`src/hdl/vwl_map.vh`:
```
// Register offsets, field positions and reset values of the video write control block
`ifndef VWL_MAP_VH
`define VWL_MAP_VH

// Port-local register offsets (8-bit address)
`define VWL_OFF_STATUS      8'h00
`define VWL_OFF_LOGIC       8'hb0
`define VWL_OFF_MODE0       8'hc0
`define VWL_OFF_MODE1       8'hd0
// Host address space (octal 173000, 174540, 174600 and a chosen 174620)
`define VWL_HOST_STATUS     16'hf600
`define VWL_HOST_LOGIC      16'hf960
`define VWL_HOST_MODE0      16'hf980
`define VWL_HOST_MODE1      16'hf990

// Status bits
`define VWL_ST_HBLANK       6
`define VWL_ST_VRETRACE     5
`define VWL_ST_DMA          4
`define VWL_ST_DRAW         3
`define VWL_ST_EMPTY        2
`define VWL_ST_FULL         1
`define VWL_ST_DREADY       0

// Mode select 0 fields
`define VWL_MS0_ERASE_DIS   7
`define VWL_MS0_PATSRC      6
`define VWL_MS0_READBACK    5
`define VWL_MS0_LU_ROUTE    4
`define VWL_MS0_VECTOR      3
`define VWL_MS0_OUT_EN      2
`define VWL_MS0_MAP_HI      1
`define VWL_MS0_MAP_LO      0

// Mode select 1 fields
`define VWL_MS1_SE_HI       3
`define VWL_MS1_SE_LO       2
`define VWL_MS1_DIR         1

// Scroll/erase mode codes
`define VWL_SE_OFF          2'b00
`define VWL_SE_UNUSED       2'b01
`define VWL_SE_LINE_ERASE   2'b10
`define VWL_SE_DMA_SCROLL   2'b11

// Logic unit fields
`define VWL_LU_OP_HI        7
`define VWL_LU_OP_LO        6
`define VWL_LU_FG1          5
`define VWL_LU_FG0          4
`define VWL_LU_BG1          3
`define VWL_LU_BG0          2
`define VWL_LU_SINGLE       1
`define VWL_LU_PICK         0

// Write operation codes
`define VWL_OP_REPLACE      2'b00
`define VWL_OP_UNUSED       2'b01
`define VWL_OP_OVERLAY      2'b10
`define VWL_OP_COMPLEMENT   2'b11

// Reset values: erase disabled, display on, all else zero
`define VWL_RST_MODE0       8'h84
`define VWL_RST_MODE1       8'h00
`define VWL_RST_LOGIC       8'h00
`endif

```
`src/hdl/vwl_port_dec.v`:
```
// Register select decode for one processor port
`timescale 1ns/100ps
`include "vwl_map.vh"
module vwl_port_decode #(
	parameter AW = 8,
	parameter [AW-1:0] A_STATUS = 0,
	parameter [AW-1:0] A_LOGIC = 0,
	parameter [AW-1:0] A_MODE0 = 0,
	parameter [AW-1:0] A_MODE1 = 0
) (
	// Access strobes
	input  wire          sel,
	input  wire          wr,
	input  wire [AW-1:0] addr,
	// Decoded selects
	output wire          rd_status,
	output wire          wr_logic,
	output wire          wr_mode0,
	output wire          wr_mode1
);
	assign rd_status = sel & ~wr & (addr == A_STATUS);
	assign wr_logic  = sel & wr & (addr == A_LOGIC);
	assign wr_mode0  = sel & wr & (addr == A_MODE0);
	assign wr_mode1  = sel & wr & (addr == A_MODE1);
endmodule

```
`src/hdl/vwl_plane_drive.v`:
```
// Per-plane write level and operation decode
`timescale 1ns/100ps
`include "vwl_map.vh"
module vwl_plane_drive (
	// Logic unit register
	input  wire [7:0] logic_reg,
	// Plane controls
	output wire [1:0] fg_level,
	output wire [1:0] bg_level,
	output wire [1:0] plane_wr_en,
	output wire       op_replace,
	output wire       op_overlay,
	output wire       op_complement
);
	wire [1:0] op;
	wire       single;
	wire       pick;

	assign op = {logic_reg[`VWL_LU_OP_HI], logic_reg[`VWL_LU_OP_LO]};
	assign single = logic_reg[`VWL_LU_SINGLE];
	assign pick = logic_reg[`VWL_LU_PICK];
	assign fg_level = {logic_reg[`VWL_LU_FG1], logic_reg[`VWL_LU_FG0]};
	assign bg_level = {logic_reg[`VWL_LU_BG1], logic_reg[`VWL_LU_BG0]};
	// Single plane writes only the picked plane
	assign plane_wr_en = single ? {pick, ~pick} : 2'b11;
	// Unused code 01 falls back to no operation flagged
	assign op_replace = (op == `VWL_OP_REPLACE);
	assign op_overlay = (op == `VWL_OP_OVERLAY);
	assign op_complement = (op == `VWL_OP_COMPLEMENT);
endmodule

```
`src/hdl/vwl_ctrl.v`:
```
`timescale 1ns/100ps
`include "vwl_map.vh"
module vwl_ctrl (
	// Clock and reset
	input  wire        CLK_SYS,
	input  wire        RST,
	// Host processor port
	input  wire        HOST_SEL,
	input  wire        HOST_WR,
	input  wire [15:0] HOST_ADDR,
	input  wire [7:0]  HOST_WDATA,
	output reg  [7:0]  HOST_RDATA,
	// Display processor port
	input  wire        DISP_SEL,
	input  wire        DISP_WR,
	input  wire [7:0]  DISP_ADDR,
	input  wire [7:0]  DISP_WDATA,
	output reg  [7:0]  DISP_RDATA,
	// Drawing controller state
	input  wire        HBLANK,
	input  wire        VRETRACE,
	input  wire        DMA_BUSY,
	input  wire        DRAW_BUSY,
	input  wire        QUEUE_EMPTY,
	input  wire        QUEUE_FULL,
	input  wire        DATA_READY,
	// Video mode controls
	output reg         SCREEN_ERASE_DISABLE,
	output reg         PATTERN_SOURCE_SELECT,
	output reg         READBACK_SELECT,
	output reg         LOGIC_UNIT_ROUTE,
	output reg         VECTOR_MODE_SELECT,
	output reg         TEXT_MASK_ENABLE,
	output reg         BITMAP_OUTPUT_ENABLE,
	output reg         BITMAP_WRITE_ALLOW,
	output reg  [1:0]  PLANE_MAP_SELECT,
	// Scroll and erase
	output reg         LINE_ERASE_ENABLE,
	output reg         DMA_SCROLL_ENABLE,
	output reg         COUNT_DIRECTION,
	// Plane write controls
	output reg  [1:0]  FOREGROUND_LEVEL,
	output reg  [1:0]  BACKGROUND_LEVEL,
	output reg  [1:0]  PLANE_WRITE_ENABLE,
	output reg         OP_REPLACE,
	output reg         OP_OVERLAY,
	output reg         OP_COMPLEMENT
);
	reg  [7:0] mode0_ff;
	reg  [7:0] mode1_ff;
	reg  [7:0] logic_ff;
	reg  [7:0] nxt_mode0;
	reg  [7:0] nxt_mode1;
	reg  [7:0] nxt_logic;
	wire [7:0] status;
	wire       h_rd;
	wire       h_wl;
	wire       h_w0;
	wire       h_w1;
	wire       d_rd;
	wire       d_wl;
	wire       d_w0;
	wire       d_w1;
	wire [1:0] fg;
	wire [1:0] bg;
	wire [1:0] pwe;
	wire       o_rep;
	wire       o_ovl;
	wire       o_cmp;
	wire [1:0] se_mode;

	vwl_port_decode #(
		.AW       (16),
		.A_STATUS (`VWL_HOST_STATUS),
		.A_LOGIC  (`VWL_HOST_LOGIC),
		.A_MODE0  (`VWL_HOST_MODE0),
		.A_MODE1  (`VWL_HOST_MODE1)
	) u_host_decode (
		.sel       (HOST_SEL),
		.wr        (HOST_WR),
		.addr      (HOST_ADDR),
		.rd_status (h_rd),
		.wr_logic  (h_wl),
		.wr_mode0  (h_w0),
		.wr_mode1  (h_w1)
	);

	vwl_port_decode #(
		.AW       (8),
		.A_STATUS (`VWL_OFF_STATUS),
		.A_LOGIC  (`VWL_OFF_LOGIC),
		.A_MODE0  (`VWL_OFF_MODE0),
		.A_MODE1  (`VWL_OFF_MODE1)
	) u_disp_decode (
		.sel       (DISP_SEL),
		.wr        (DISP_WR),
		.addr      (DISP_ADDR),
		.rd_status (d_rd),
		.wr_logic  (d_wl),
		.wr_mode0  (d_w0),
		.wr_mode1  (d_w1)
	);

	// Bit 7 unused, reads zero
	assign status = {1'b0,
		HBLANK,
		VRETRACE,
		DMA_BUSY,
		DRAW_BUSY,
		QUEUE_EMPTY,
		QUEUE_FULL,
		DATA_READY};

	// Display processor wins a same-cycle write clash; it drives the drawing
	always @* begin
		nxt_mode0 = mode0_ff;
		nxt_mode1 = mode1_ff;
		nxt_logic = logic_ff;
		if (h_w0)
			nxt_mode0 = HOST_WDATA;
		if (d_w0)
			nxt_mode0 = DISP_WDATA;
		if (h_w1)
			nxt_mode1 = {4'h0, HOST_WDATA[3:1], 1'b0};
		if (d_w1)
			nxt_mode1 = {4'h0, DISP_WDATA[3:1], 1'b0};
		if (h_wl)
			nxt_logic = HOST_WDATA;
		if (d_wl)
			nxt_logic = DISP_WDATA;
	end

	vwl_plane_drive u_plane (
		.logic_reg     (logic_ff),
		.fg_level      (fg),
		.bg_level      (bg),
		.plane_wr_en   (pwe),
		.op_replace    (o_rep),
		.op_overlay    (o_ovl),
		.op_complement (o_cmp)
	);

	assign se_mode = {mode1_ff[`VWL_MS1_SE_HI], mode1_ff[`VWL_MS1_SE_LO]};

	always @(posedge CLK_SYS) begin
		if (RST) begin
			mode0_ff <= `VWL_RST_MODE0;
			mode1_ff <= `VWL_RST_MODE1;
			logic_ff <= `VWL_RST_LOGIC;
			HOST_RDATA <= 8'h00;
			DISP_RDATA <= 8'h00;
		end else begin
			mode0_ff <= nxt_mode0;
			mode1_ff <= nxt_mode1;
			logic_ff <= nxt_logic;
			// Read data holds until next read; registers are write-only
			if (h_rd)
				HOST_RDATA <= status;
			if (d_rd)
				DISP_RDATA <= status;
		end
	end

	// Control outputs registered from the stored register values
	always @(posedge CLK_SYS) begin
		if (RST) begin
			SCREEN_ERASE_DISABLE <= 1'b1;
			PATTERN_SOURCE_SELECT <= 1'b0;
			READBACK_SELECT <= 1'b0;
			LOGIC_UNIT_ROUTE <= 1'b0;
			VECTOR_MODE_SELECT <= 1'b0;
			TEXT_MASK_ENABLE <= 1'b1;
			BITMAP_OUTPUT_ENABLE <= 1'b1;
			BITMAP_WRITE_ALLOW <= 1'b0;
			PLANE_MAP_SELECT <= 2'b00;
			LINE_ERASE_ENABLE <= 1'b0;
			DMA_SCROLL_ENABLE <= 1'b0;
			COUNT_DIRECTION <= 1'b0;
			FOREGROUND_LEVEL <= 2'b00;
			BACKGROUND_LEVEL <= 2'b00;
			PLANE_WRITE_ENABLE <= 2'b11;
			OP_REPLACE <= 1'b1;
			OP_OVERLAY <= 1'b0;
			OP_COMPLEMENT <= 1'b0;
		end else begin
			SCREEN_ERASE_DISABLE <= mode0_ff[`VWL_MS0_ERASE_DIS];
			PATTERN_SOURCE_SELECT <= mode0_ff[`VWL_MS0_PATSRC];
			READBACK_SELECT <= mode0_ff[`VWL_MS0_READBACK];
			LOGIC_UNIT_ROUTE <= mode0_ff[`VWL_MS0_LU_ROUTE];
			VECTOR_MODE_SELECT <= mode0_ff[`VWL_MS0_VECTOR];
			TEXT_MASK_ENABLE <= ~mode0_ff[`VWL_MS0_VECTOR];
			BITMAP_OUTPUT_ENABLE <= mode0_ff[`VWL_MS0_OUT_EN];
			BITMAP_WRITE_ALLOW <= ~mode0_ff[`VWL_MS0_OUT_EN];
			PLANE_MAP_SELECT <= {mode0_ff[`VWL_MS0_MAP_HI], mode0_ff[`VWL_MS0_MAP_LO]};
			// Unused code 01 enables neither mode
			LINE_ERASE_ENABLE <= (se_mode == `VWL_SE_LINE_ERASE);
			DMA_SCROLL_ENABLE <= (se_mode == `VWL_SE_DMA_SCROLL);
			COUNT_DIRECTION <= mode1_ff[`VWL_MS1_DIR];
			FOREGROUND_LEVEL <= fg;
			BACKGROUND_LEVEL <= bg;
			PLANE_WRITE_ENABLE <= pwe;
			OP_REPLACE <= o_rep;
			OP_OVERLAY <= o_ovl;
			OP_COMPLEMENT <= o_cmp;
		end
	end
endmodule

```
`config.mk`:
```
export PLATFORM = sky130hd
export DESIGN_NAME = vwl_ctrl
export DESIGN_NICKNAME = d
export VERILOG_FILES = /design/src/hdl/vwl_port_dec.v /design/src/hdl/vwl_plane_drive.v /design/src/hdl/vwl_ctrl.v
export VERILOG_INCLUDE_DIRS = /design/src /design/src/hdl
export SDC_FILE = /design/constraint.sdc
export NUM_CORES = 1
export LEC_CHECK = 0
export ABC_AREA = 1
export BUFFER_PORTS_ARGS = -buffer_cell sky130_fd_sc_hd__buf_2
export CAP_MARGIN = 15
export CORE_ASPECT_RATIO = 0.6
export CORE_UTILIZATION = 50
export DETAILED_ROUTE_END_ITERATION = 7
export PLACE_DENSITY = 0.8
export SLEW_MARGIN = 20
export SYNTH_ARGS = -nofsm -noshare
export SYNTH_HDL_FRONTEND = slang
export SYNTH_SLANG_ARGS = --single-unit
```
`constraint.sdc`:
```
create_clock -name CLK_SYS -period 1.8 [get_ports CLK_SYS]
set_input_delay 0.36 -clock CLK_SYS [delete_from_list [all_inputs] [get_ports CLK_SYS]]
set_output_delay 0.36 -clock CLK_SYS [all_outputs]
set_load 0.02 [all_outputs]
```
# Word level (Yosys, flattened, before mapping)
# Index checks and enable logic that the tools add are counted.
# totals
register_bits	55
out_inout_bits	38
elab_cells	64
# classes
n_eq_ne	11
n_mux	6
n_bitwise	18
n_reduce_logical	6
# op_table
op	n
$eq 16x16->1 const B	4
$mux 8	4
$eq 8x8->1 const B	3
$and 1x1->1	12
$eq 2x2->1 const B	4
$logic_not 8->1	1
$mux 4	2
$not 1->1	6
$reduce_bool 2->1	3
$logic_not 2->1	1
$reduce_or 2->1	1

# Depth between registers and ports, before layout
# Gate-level depths: netlist of the first run.
# logic_depth
depth_word	4
mapped_depth	9

# Modules after synthesis
# Synthesis of the first run repeated with hierarchy kept, for this count alone.
# hier_totals
cells_unflattened	362
hier_area_um2	2398.6
# by_module_without_submodules
module	instances	cells_each	area_each_um2
vwl_ctrl	1	276	2039.5
vwl_port_decode (u_host_decode)	1	45	180.2
vwl_port_decode (u_disp_decode)	1	29	116.4
vwl_plane_drive	1	12	62.6

# Least setup slack after synthesis of the first run
# Ideal clock, no wire load.
# synth_path
kind	input -> register
from	in HOST_ADDR[13]
to	reg HOST_RDATA[4]
setup_ps	115
arrival_time_ps	1206
slack_ps	479
path_stages	8
path_buffers	2
cell_sequence	nand2_1 > nor2_1 > and3_1 > clkbuf_1 > buf_2 > nand3b_1 > nand2_1 > nor2_1
# synth_between
elab_chain_cells	2
# synth_rtl
item	line	source
from (decl)	vwl_ctrl.v:10	input wire [15:0] HOST_ADDR,
$eq 16x16->1	vwl_port_dec.v:21	assign rd_status = sel & ~wr & (addr == A_STATUS);
$and 1x1->1	vwl_port_dec.v:21	
to (signal assigned)	vwl_ctrl.v:158	HOST_RDATA <= status;
to (decl)	vwl_ctrl.v:12	output reg [7:0] HOST_RDATA,
# No other way between the ends.
# A chain may end at the register's enable or synchronous reset.

# Final worst setup path of the first run
# layout_path
from	in DISP_ADDR[3]
to	reg mode0_ff[6]
# layout_between
elab_chain_cells	3
word_cells_on_any_way	4
classes_between	eq/ne (1); mux (1); bitwise (1); reduce/logical (1)
# layout_rtl
item	line	source
from (decl)	vwl_ctrl.v:16	input wire [7:0] DISP_ADDR,
$eq 8x8->1 (*)	vwl_port_dec.v:23	assign wr_mode0 = sel & wr & (addr == A_MODE0);
$and 1x1->1 (*)	vwl_port_dec.v:23	
$mux 8 or $reduce_bool 2->1 (tied branches)	n/a	
to (signal assigned)	vwl_ctrl.v:147	mode0_ff <= `VWL_RST_MODE0;
to (signal assigned)	vwl_ctrl.v:153	mode0_ff <= nxt_mode0;
to (decl)	vwl_ctrl.v:49	reg [7:0] mode0_ff;
# Every way passes the cells marked *; elsewhere a longest branch is shown, timed or not.

==> results_dict.tcl, run 1 <==
set metrics [dict create \
    cap_viol_max_count 0 \
    vias 2603 \
    crit_fanout 20 \
    drt_iter0_markers 197 \
    synth.avg_cell_area_um2 6.68 \
    dpl.hpwl_um 4670 \
    postCtsHoldBufs 0 \
    dr.pass1.iters 5 \
    tightestPinTransition_ns 0.622 \
    synth_top_area_share_pct 43.6 \
    synth-seq-cells 55 \
    area_growth_pct 23.1 \
    grt_pass1_vias 2154 \
    placed_cells_incl_taps 522 \
    clock_latency_ns 0.31 \
    clockPowerShare_pct 32.6 \
    p_leak_nw 1.61 \
    rows 19 \
    power_switching_uw 510 \
    status "completed" \
    wl_per_cell_um 11.5 \
    numCtsBuffers 5 \
    path_clk_slew_ns 0.10 \
    clockBufferDepth 2 \
    grt_overflow 0 \
    die_h_um 57.0 \
    routed_wl_um 6110 \
    yosysTopAreaCell "dfxtp_1" \
    yosysSeqAreaShare_pct 43.6 \
    combPwrFrac_pct 8.9 \
    final-setup-viol-count 0 \
    power_frac_seq_pct 58.5 \
    die-area_um2 5340 \
    ant_nets 0 \
    layout.nets 519 \
    tns_ns 0 \
    end_kind "register" \
    drive_gt1_share_pct 23.6 \
    final_cells 530 \
    switching_share_pct 24.5 \
    die_w_um 93.7 \
    cts.sinks 55 \
    finalCritPeriodShare_pct 74.1 \
    fin_crit_ns 1.33 \
    grt_pass1_wl_um 9870 \
    synth_cell_types 25 \
    ir_drop_mv 0.350 \
    cts_tree "yes" \
    report.final.slew_viol_count 0 \
    min_path_type "input port to register" \
    cts_resized 0 \
    cts_setup_buffers 0 \
    io_pins 91 \
    drc 0 \
    crit_arrival_ns 1.55 \
    fmax_mhz 749 \
    io_buffers 88 \
    clock_skew_ns 0.00925 \
    relSlewSlack_pct 58.6 \
    via_per_inst 4.91 \
    start_util_pct 53.6 \
    htree_levels 2 \
    grt_usage_pct 23.5 \
    hold_slack_ns 0.318 \
    crit_path_start_kind "input port" \
    mappedNetlistArea_um2 2520 \
    rsz0062_at_grt "false" \
    cts-root-buf "clkbuf_8" \
    mostFrequentLayoutCells "95 x nor2_1, 88 x buf_2, 87 x nand2_1" \
    yosys_warnings 0 \
    mostFrequentLayoutCell "nor2_1" \
    core-area_um2 4710 \
    hold_viol 0 \
    antennaDiodeCount 0 \
    synth.area.top_cells "dfxtp_1 44%, nor2_1 14%, nand2_1 13%, nand3_1 6.1%, inv_1 5.4%" \
    gp_congestion 0.941 \
    crit_type "input port to register" \
    p_int_mw 1.57 \
    fill_cells 455 \
    syn_inst 378 \
    worstPathRequired_ns 2.02 \
    antenna_found_initial 0 \
    p_per_area_nw_per_um2 669 \
    grt_start_max_net_pins 37 \
]
per-layer routing:
metal  share of wire [%]  track usage, %  vias to the layer above  routed length, µm
met2                  40            34.1                      108               2460
met3                 8.3            4.53                        9                509
met1                  50            35.5                     1120               3060
li1                    -               -                     1366                  -
met4                 1.2            6.15                        0                 76
met5                   0               0                        -                  0
power by group through the flow:
stage / Sequential, mW / Clock, mW / Combinational, mW
2_1_floorplan: 1.25 / 0 / 0.0946
3_3_place_gp: 1.25 / 0 / 0.179
3_5_place_dp: 1.25 / 0 / 0.183
4_1_cts: 1.22 / 0.685 / 0.184
5_1_grt: 1.22 / 0.735 / 0.207
6_report: 1.22 / 0.677 / 0.186
final timing paths:
check             cells past startpoint                     start                                to  slack [ns]
setup / recovery                     10              DISP_ADDR[3]          mode0_ff[6]$_SDFFE_PP0P_        0.47
hold / removal                        3                 DRAW_BUSY        DISP_RDATA[3]$_SDFFE_PP0P_        0.32
setup reg to reg                      1  mode0_ff[7]$_SDFFE_PP1P_   SCREEN_ERASE_DISABLE$_SDFF_PP1_        1.09
hold reg to reg                       1  logic_ff[0]$_SDFFE_PP0P_  PLANE_WRITE_ENABLE[0]$_SDFF_PP1_        0.42
area by class of cell:
| cell class | instances | area [µm²] | share of cell area, % |
|---|---|---|---|
| inverters | 39 | 146 | 4.71 |
| well taps | 63 | 78.8 | 2.54 |
| repair buffers | 95 | 493 | 15.9 |
| multi-input cells | 270 | 1200 | 38.5 |
| clock inverters | 2 | 17.5 | 0.564 |
| flip-flops and latches | 55 | 1100 | 35.4 |
| clock buffers | 6 | 72.6 | 2.34 |
sequential cells by signal, summed over array words and instances (netlist names), 2 cells and up:
name / count
PLANE_WRITE_ENABLE: 2
FOREGROUND_LEVEL: 2
mode1_ff: 3
HOST_RDATA: 7
logic_ff: 8
PLANE_MAP_SELECT: 2
DISP_RDATA: 7
BACKGROUND_LEVEL: 2
mode0_ff: 8
kinds of logic (layout without fill, tap and decap cells):
kind of cell	Yosys count	after routing	share of synthesized area, %
AO/OA/AOI/OAI	16	16	3.17
flip-flops	55	55	43.6
other	1	2	0.149
AND/OR/NAND/NOR	252	252	44.0
buffers and inverters	54	142	9.07
worst max-delay path, stage by stage:
cell	delay, ns
buf_2	0.09
nor2_1	0.09
nand2_1	0.14
inv_2	0.13
buf_4	0.23
nand3_2	0.17
nand2_1	0.09
nand2_1	0.05
nor2_1	0.13
nor2_1	0.05
cells in the mapped netlist:
cell type  number
buf_6           1
nand2_1        87
nand3_2         1
conb_1          1
nor2_2          1
nand3_1        31
buf_4           2
and3_1          1
nor2_4          1
nand4_1        21
inv_2           2
buf_2           9
inv_1          36
nor3_1          4
dfxtp_1        55
clkbuf_1        2
nor3_2          1
nand3_4         1
buf_1           1
o21ai_0         8
a21oi_1         8
clkinv_1        1
nor2_1         95
nand3b_1        7
or2_2           1
metrics by stage:
step	util [%]	setup slack (ns)	instance area [µm²]	total power, mW
final	66.0	0.465	3110	2.08
after global routing	66.0	0.333	3110	2.16
after CTS	66.0	0.491	3110	2.09
after detailed placement	64.1	0.162	3020	1.43
after global placement	64.1	0.173	3020	1.42
after floorplan	-	0.479	2530	1.34
Power figures use the tool's default switching activity.
==> run 2: changes to the inputs <==
--- a/config.mk
+++ b/config.mk
@@ -10,9 +10,9 @@
 export BUFFER_PORTS_ARGS = -buffer_cell sky130_fd_sc_hd__buf_2
 export CAP_MARGIN = 15
 export CORE_ASPECT_RATIO = 0.6
-export CORE_UTILIZATION = 50
+export CORE_UTILIZATION = 44
 export DETAILED_ROUTE_END_ITERATION = 7
-export PLACE_DENSITY = 0.8
+export PLACE_DENSITY = 0.75
 export SLEW_MARGIN = 20
 export SYNTH_ARGS = -nofsm -noshare
 export SYNTH_HDL_FRONTEND = slang
==> constraint.sdc (replaced) <==
create_clock -name CLK_SYS -period 1.15 [get_ports CLK_SYS]
set_input_delay 0.23 -clock CLK_SYS [delete_from_list [all_inputs] [get_ports CLK_SYS]]
set_output_delay 0.23 -clock CLK_SYS [all_outputs]
set_load 0.02 [all_outputs]
==> run 2 against run 1 <==
Net effect: hold slack worse by 0.14 ns; worst setup slack worse by 0.42 ns; clock power up 88%; sequential cell count unchanged; via count up 4.0%; sequential share of layout area down 3.2 points; global-route usage down 0.98 points; non-clock buffer count up 28.
==> results_dict.tcl, run 2 (synthesis gave the netlist of run 1 again) <==
set metrics [dict create \
    vias 2707 \
    antenna_found_initial 0 \
    die-area_um2 6050 \
    dpl.hpwl_um 5020 \
    grt_usage_pct 22.5 \
    io_pins 91 \
    dr.pass1.iters 4 \
    drive_gt1_share_pct 29.5 \
    report.final.slew_viol_count 0 \
    area_growth_pct 35.5 \
    path_clk_slew_ns 0.10 \
    min_path_type "input port to register" \
    fin_crit_ns 1.11 \
    start_util_pct 47.8 \
    drc 0 \
    clock_skew_ns 0.0104 \
    clockBufferDepth 2 \
    crit_slowest_cell "buf_4" \
    routed_wl_um 6350 \
    r2r_setup_slack_ns 0.43 \
    cp_common_cell "nand2_1" \
    mostFrequentLayoutCells "91 x nor2_1, 88 x buf_2, 85 x nand2_1" \
    fmax_mhz 902 \
    finalCritPeriodShare_pct 96.4 \
    p_total_mw 3.52 \
    grt_start_max_net_pins 23 \
    crit_arrival_ns 1.30 \
    wl_per_cell_um 11.1 \
    final-setup-viol-count 0 \
    holdPathStages 3 \
    p_per_area_nw_per_um2 1030 \
    io_buffers 88 \
    final_area_um2 3420 \
    layout.nets 547 \
    mostFrequentLayoutCell "nor2_1" \
    grt_pass1_vias 2336 \
    rr_endpoint "logic_ff[6]$_SDFFE_PP0P_" \
    status "completed" \
    dp_slack_ns -0.305 \
    dpl_cell_area_um2 3290 \
    clock_latency_ns 0.31 \
    startpoint "DISP_ADDR[4]" \
    core-area_um2 5280 \
    grt_pass1_wl_um 10500 \
    htree_levels 2 \
    cts-root-buf "clkbuf_8" \
    largestRegisters "logic_ff (8), mode0_ff (8)" \
    rsz0062_at_grt "true" \
    critPathMaxStageDelay_ns 0.20 \
    crit_fanout 6 \
    end_kind "register" \
    fin_ws_ns 0.0418 \
    tns_ns 0 \
    die_h_um 60.7 \
    die_w_um 99.8 \
    numCtsBuffers 5 \
    whs_endpoint "DISP_RDATA[3]$_SDFFE_PP0P_" \
    grt_overflow 0 \
    reg2reg_depth 4 \
    worstPathRequired_ns 1.34 \
    crit_type "input port to register" \
    cap_viol_max_count 0 \
    crit_path_start_kind "input port" \
    hold_viol 0 \
    drt_iter0_markers 167 \
    cts_setup_buffers 0 \
    ant_nets 0 \
    reg2reg_from "logic_ff[6]$_SDFFE_PP0P_" \
    rows 20 \
    hp-start "DRAW_BUSY" \
    final_util_pct 64.8 \
    cts.sinks 55 \
    antennaDiodeCount 0 \
    ir_drop_mv 0.595 \
    cts_tree "yes" \
    p_leak_nw 1.77 \
    cp_cell_sequence "buf_2 > inv_1 > nand2_1 > nor2_1 > nand3_1 > buf_4 > nand2_1 > nand2_1 > nand2_1 > nand3_1" \
    via_per_inst 4.73 \
    gp_congestion 0.975 \
]
==> run 2: changes by cell type in the layout (fill, tap and decap cells not counted), sizes merged <==
cell,change
bufinv,+1
clkinv,-2
inv,+1
buf,+28
==> run 2: per-stage QoR <==
step                cells  hold WS, ns
floorplan             379        0.383
global placement      564        0.399
detailed placement    564        0.401
CTS                   572        0.171
global route          572        0.190
finish                572        0.174
==> run 2: worst max-delay path: cells and delay by family <==
family	cells	cell delay (ns)
buf+inv	3	0.38
simple gates	7	0.68
==> run 2: worst max-delay path by stage <==
stage / to / slack (ns) / cells after the start
floorplan: mode0_ff[0]$_SDFFE_PP0P_ / 0.003 / 9
global placement: logic_ff[3]$_SDFFE_PP0P_ / -0.26 / 8
detailed placement: logic_ff[6]$_SDFFE_PP0P_ / -0.31 / 8
CTS: logic_ff[6]$_SDFFE_PP0P_ / 0.02 / 8
global route: mode0_ff[2]$_SDFFE_PP1P_ / -0.03 / 10
finish: mode0_ff[2]$_SDFFE_PP1P_ / 0.04 / 10
==> run 2: report_power, final <==
part,leakage [nW],switching [mW],total (mW),internal (mW)
clock network,0.0558,0.610,1.27,0.658
registers,0.443,0.000575,1.90,1.90
logic,1.27,0.192,0.348,0.156
total,1.77,0.802,3.52,2.72
==> run 2: routing by layer <==
layer	GRT usage (%)	wire, µm	share of wire (%)	up-vias
met2	36.7	2610	41	113
met5	0	0	0	-
met1	30.8	3110	49	1173
met3	5.99	584	9.2	4
li1	-	-	-	1417
met4	3.99	42	0.66	0
==> run 2: layout make-up <==
class	instances	area, µm²
clock buffers	6	72.6
fillers	510	1860
well taps	77	96.3
inverters	39	146
clock inverters	2	38.8
multi-input cells	270	1220
repair buffers	123	741
flip-flops and latches	55	1100
==> run 2: timing repair <==
item,4_1_cts,5_1_grt
endpoints found under the setup margin,0,21
gates resized for setup,0,6
hold buffers,0,0
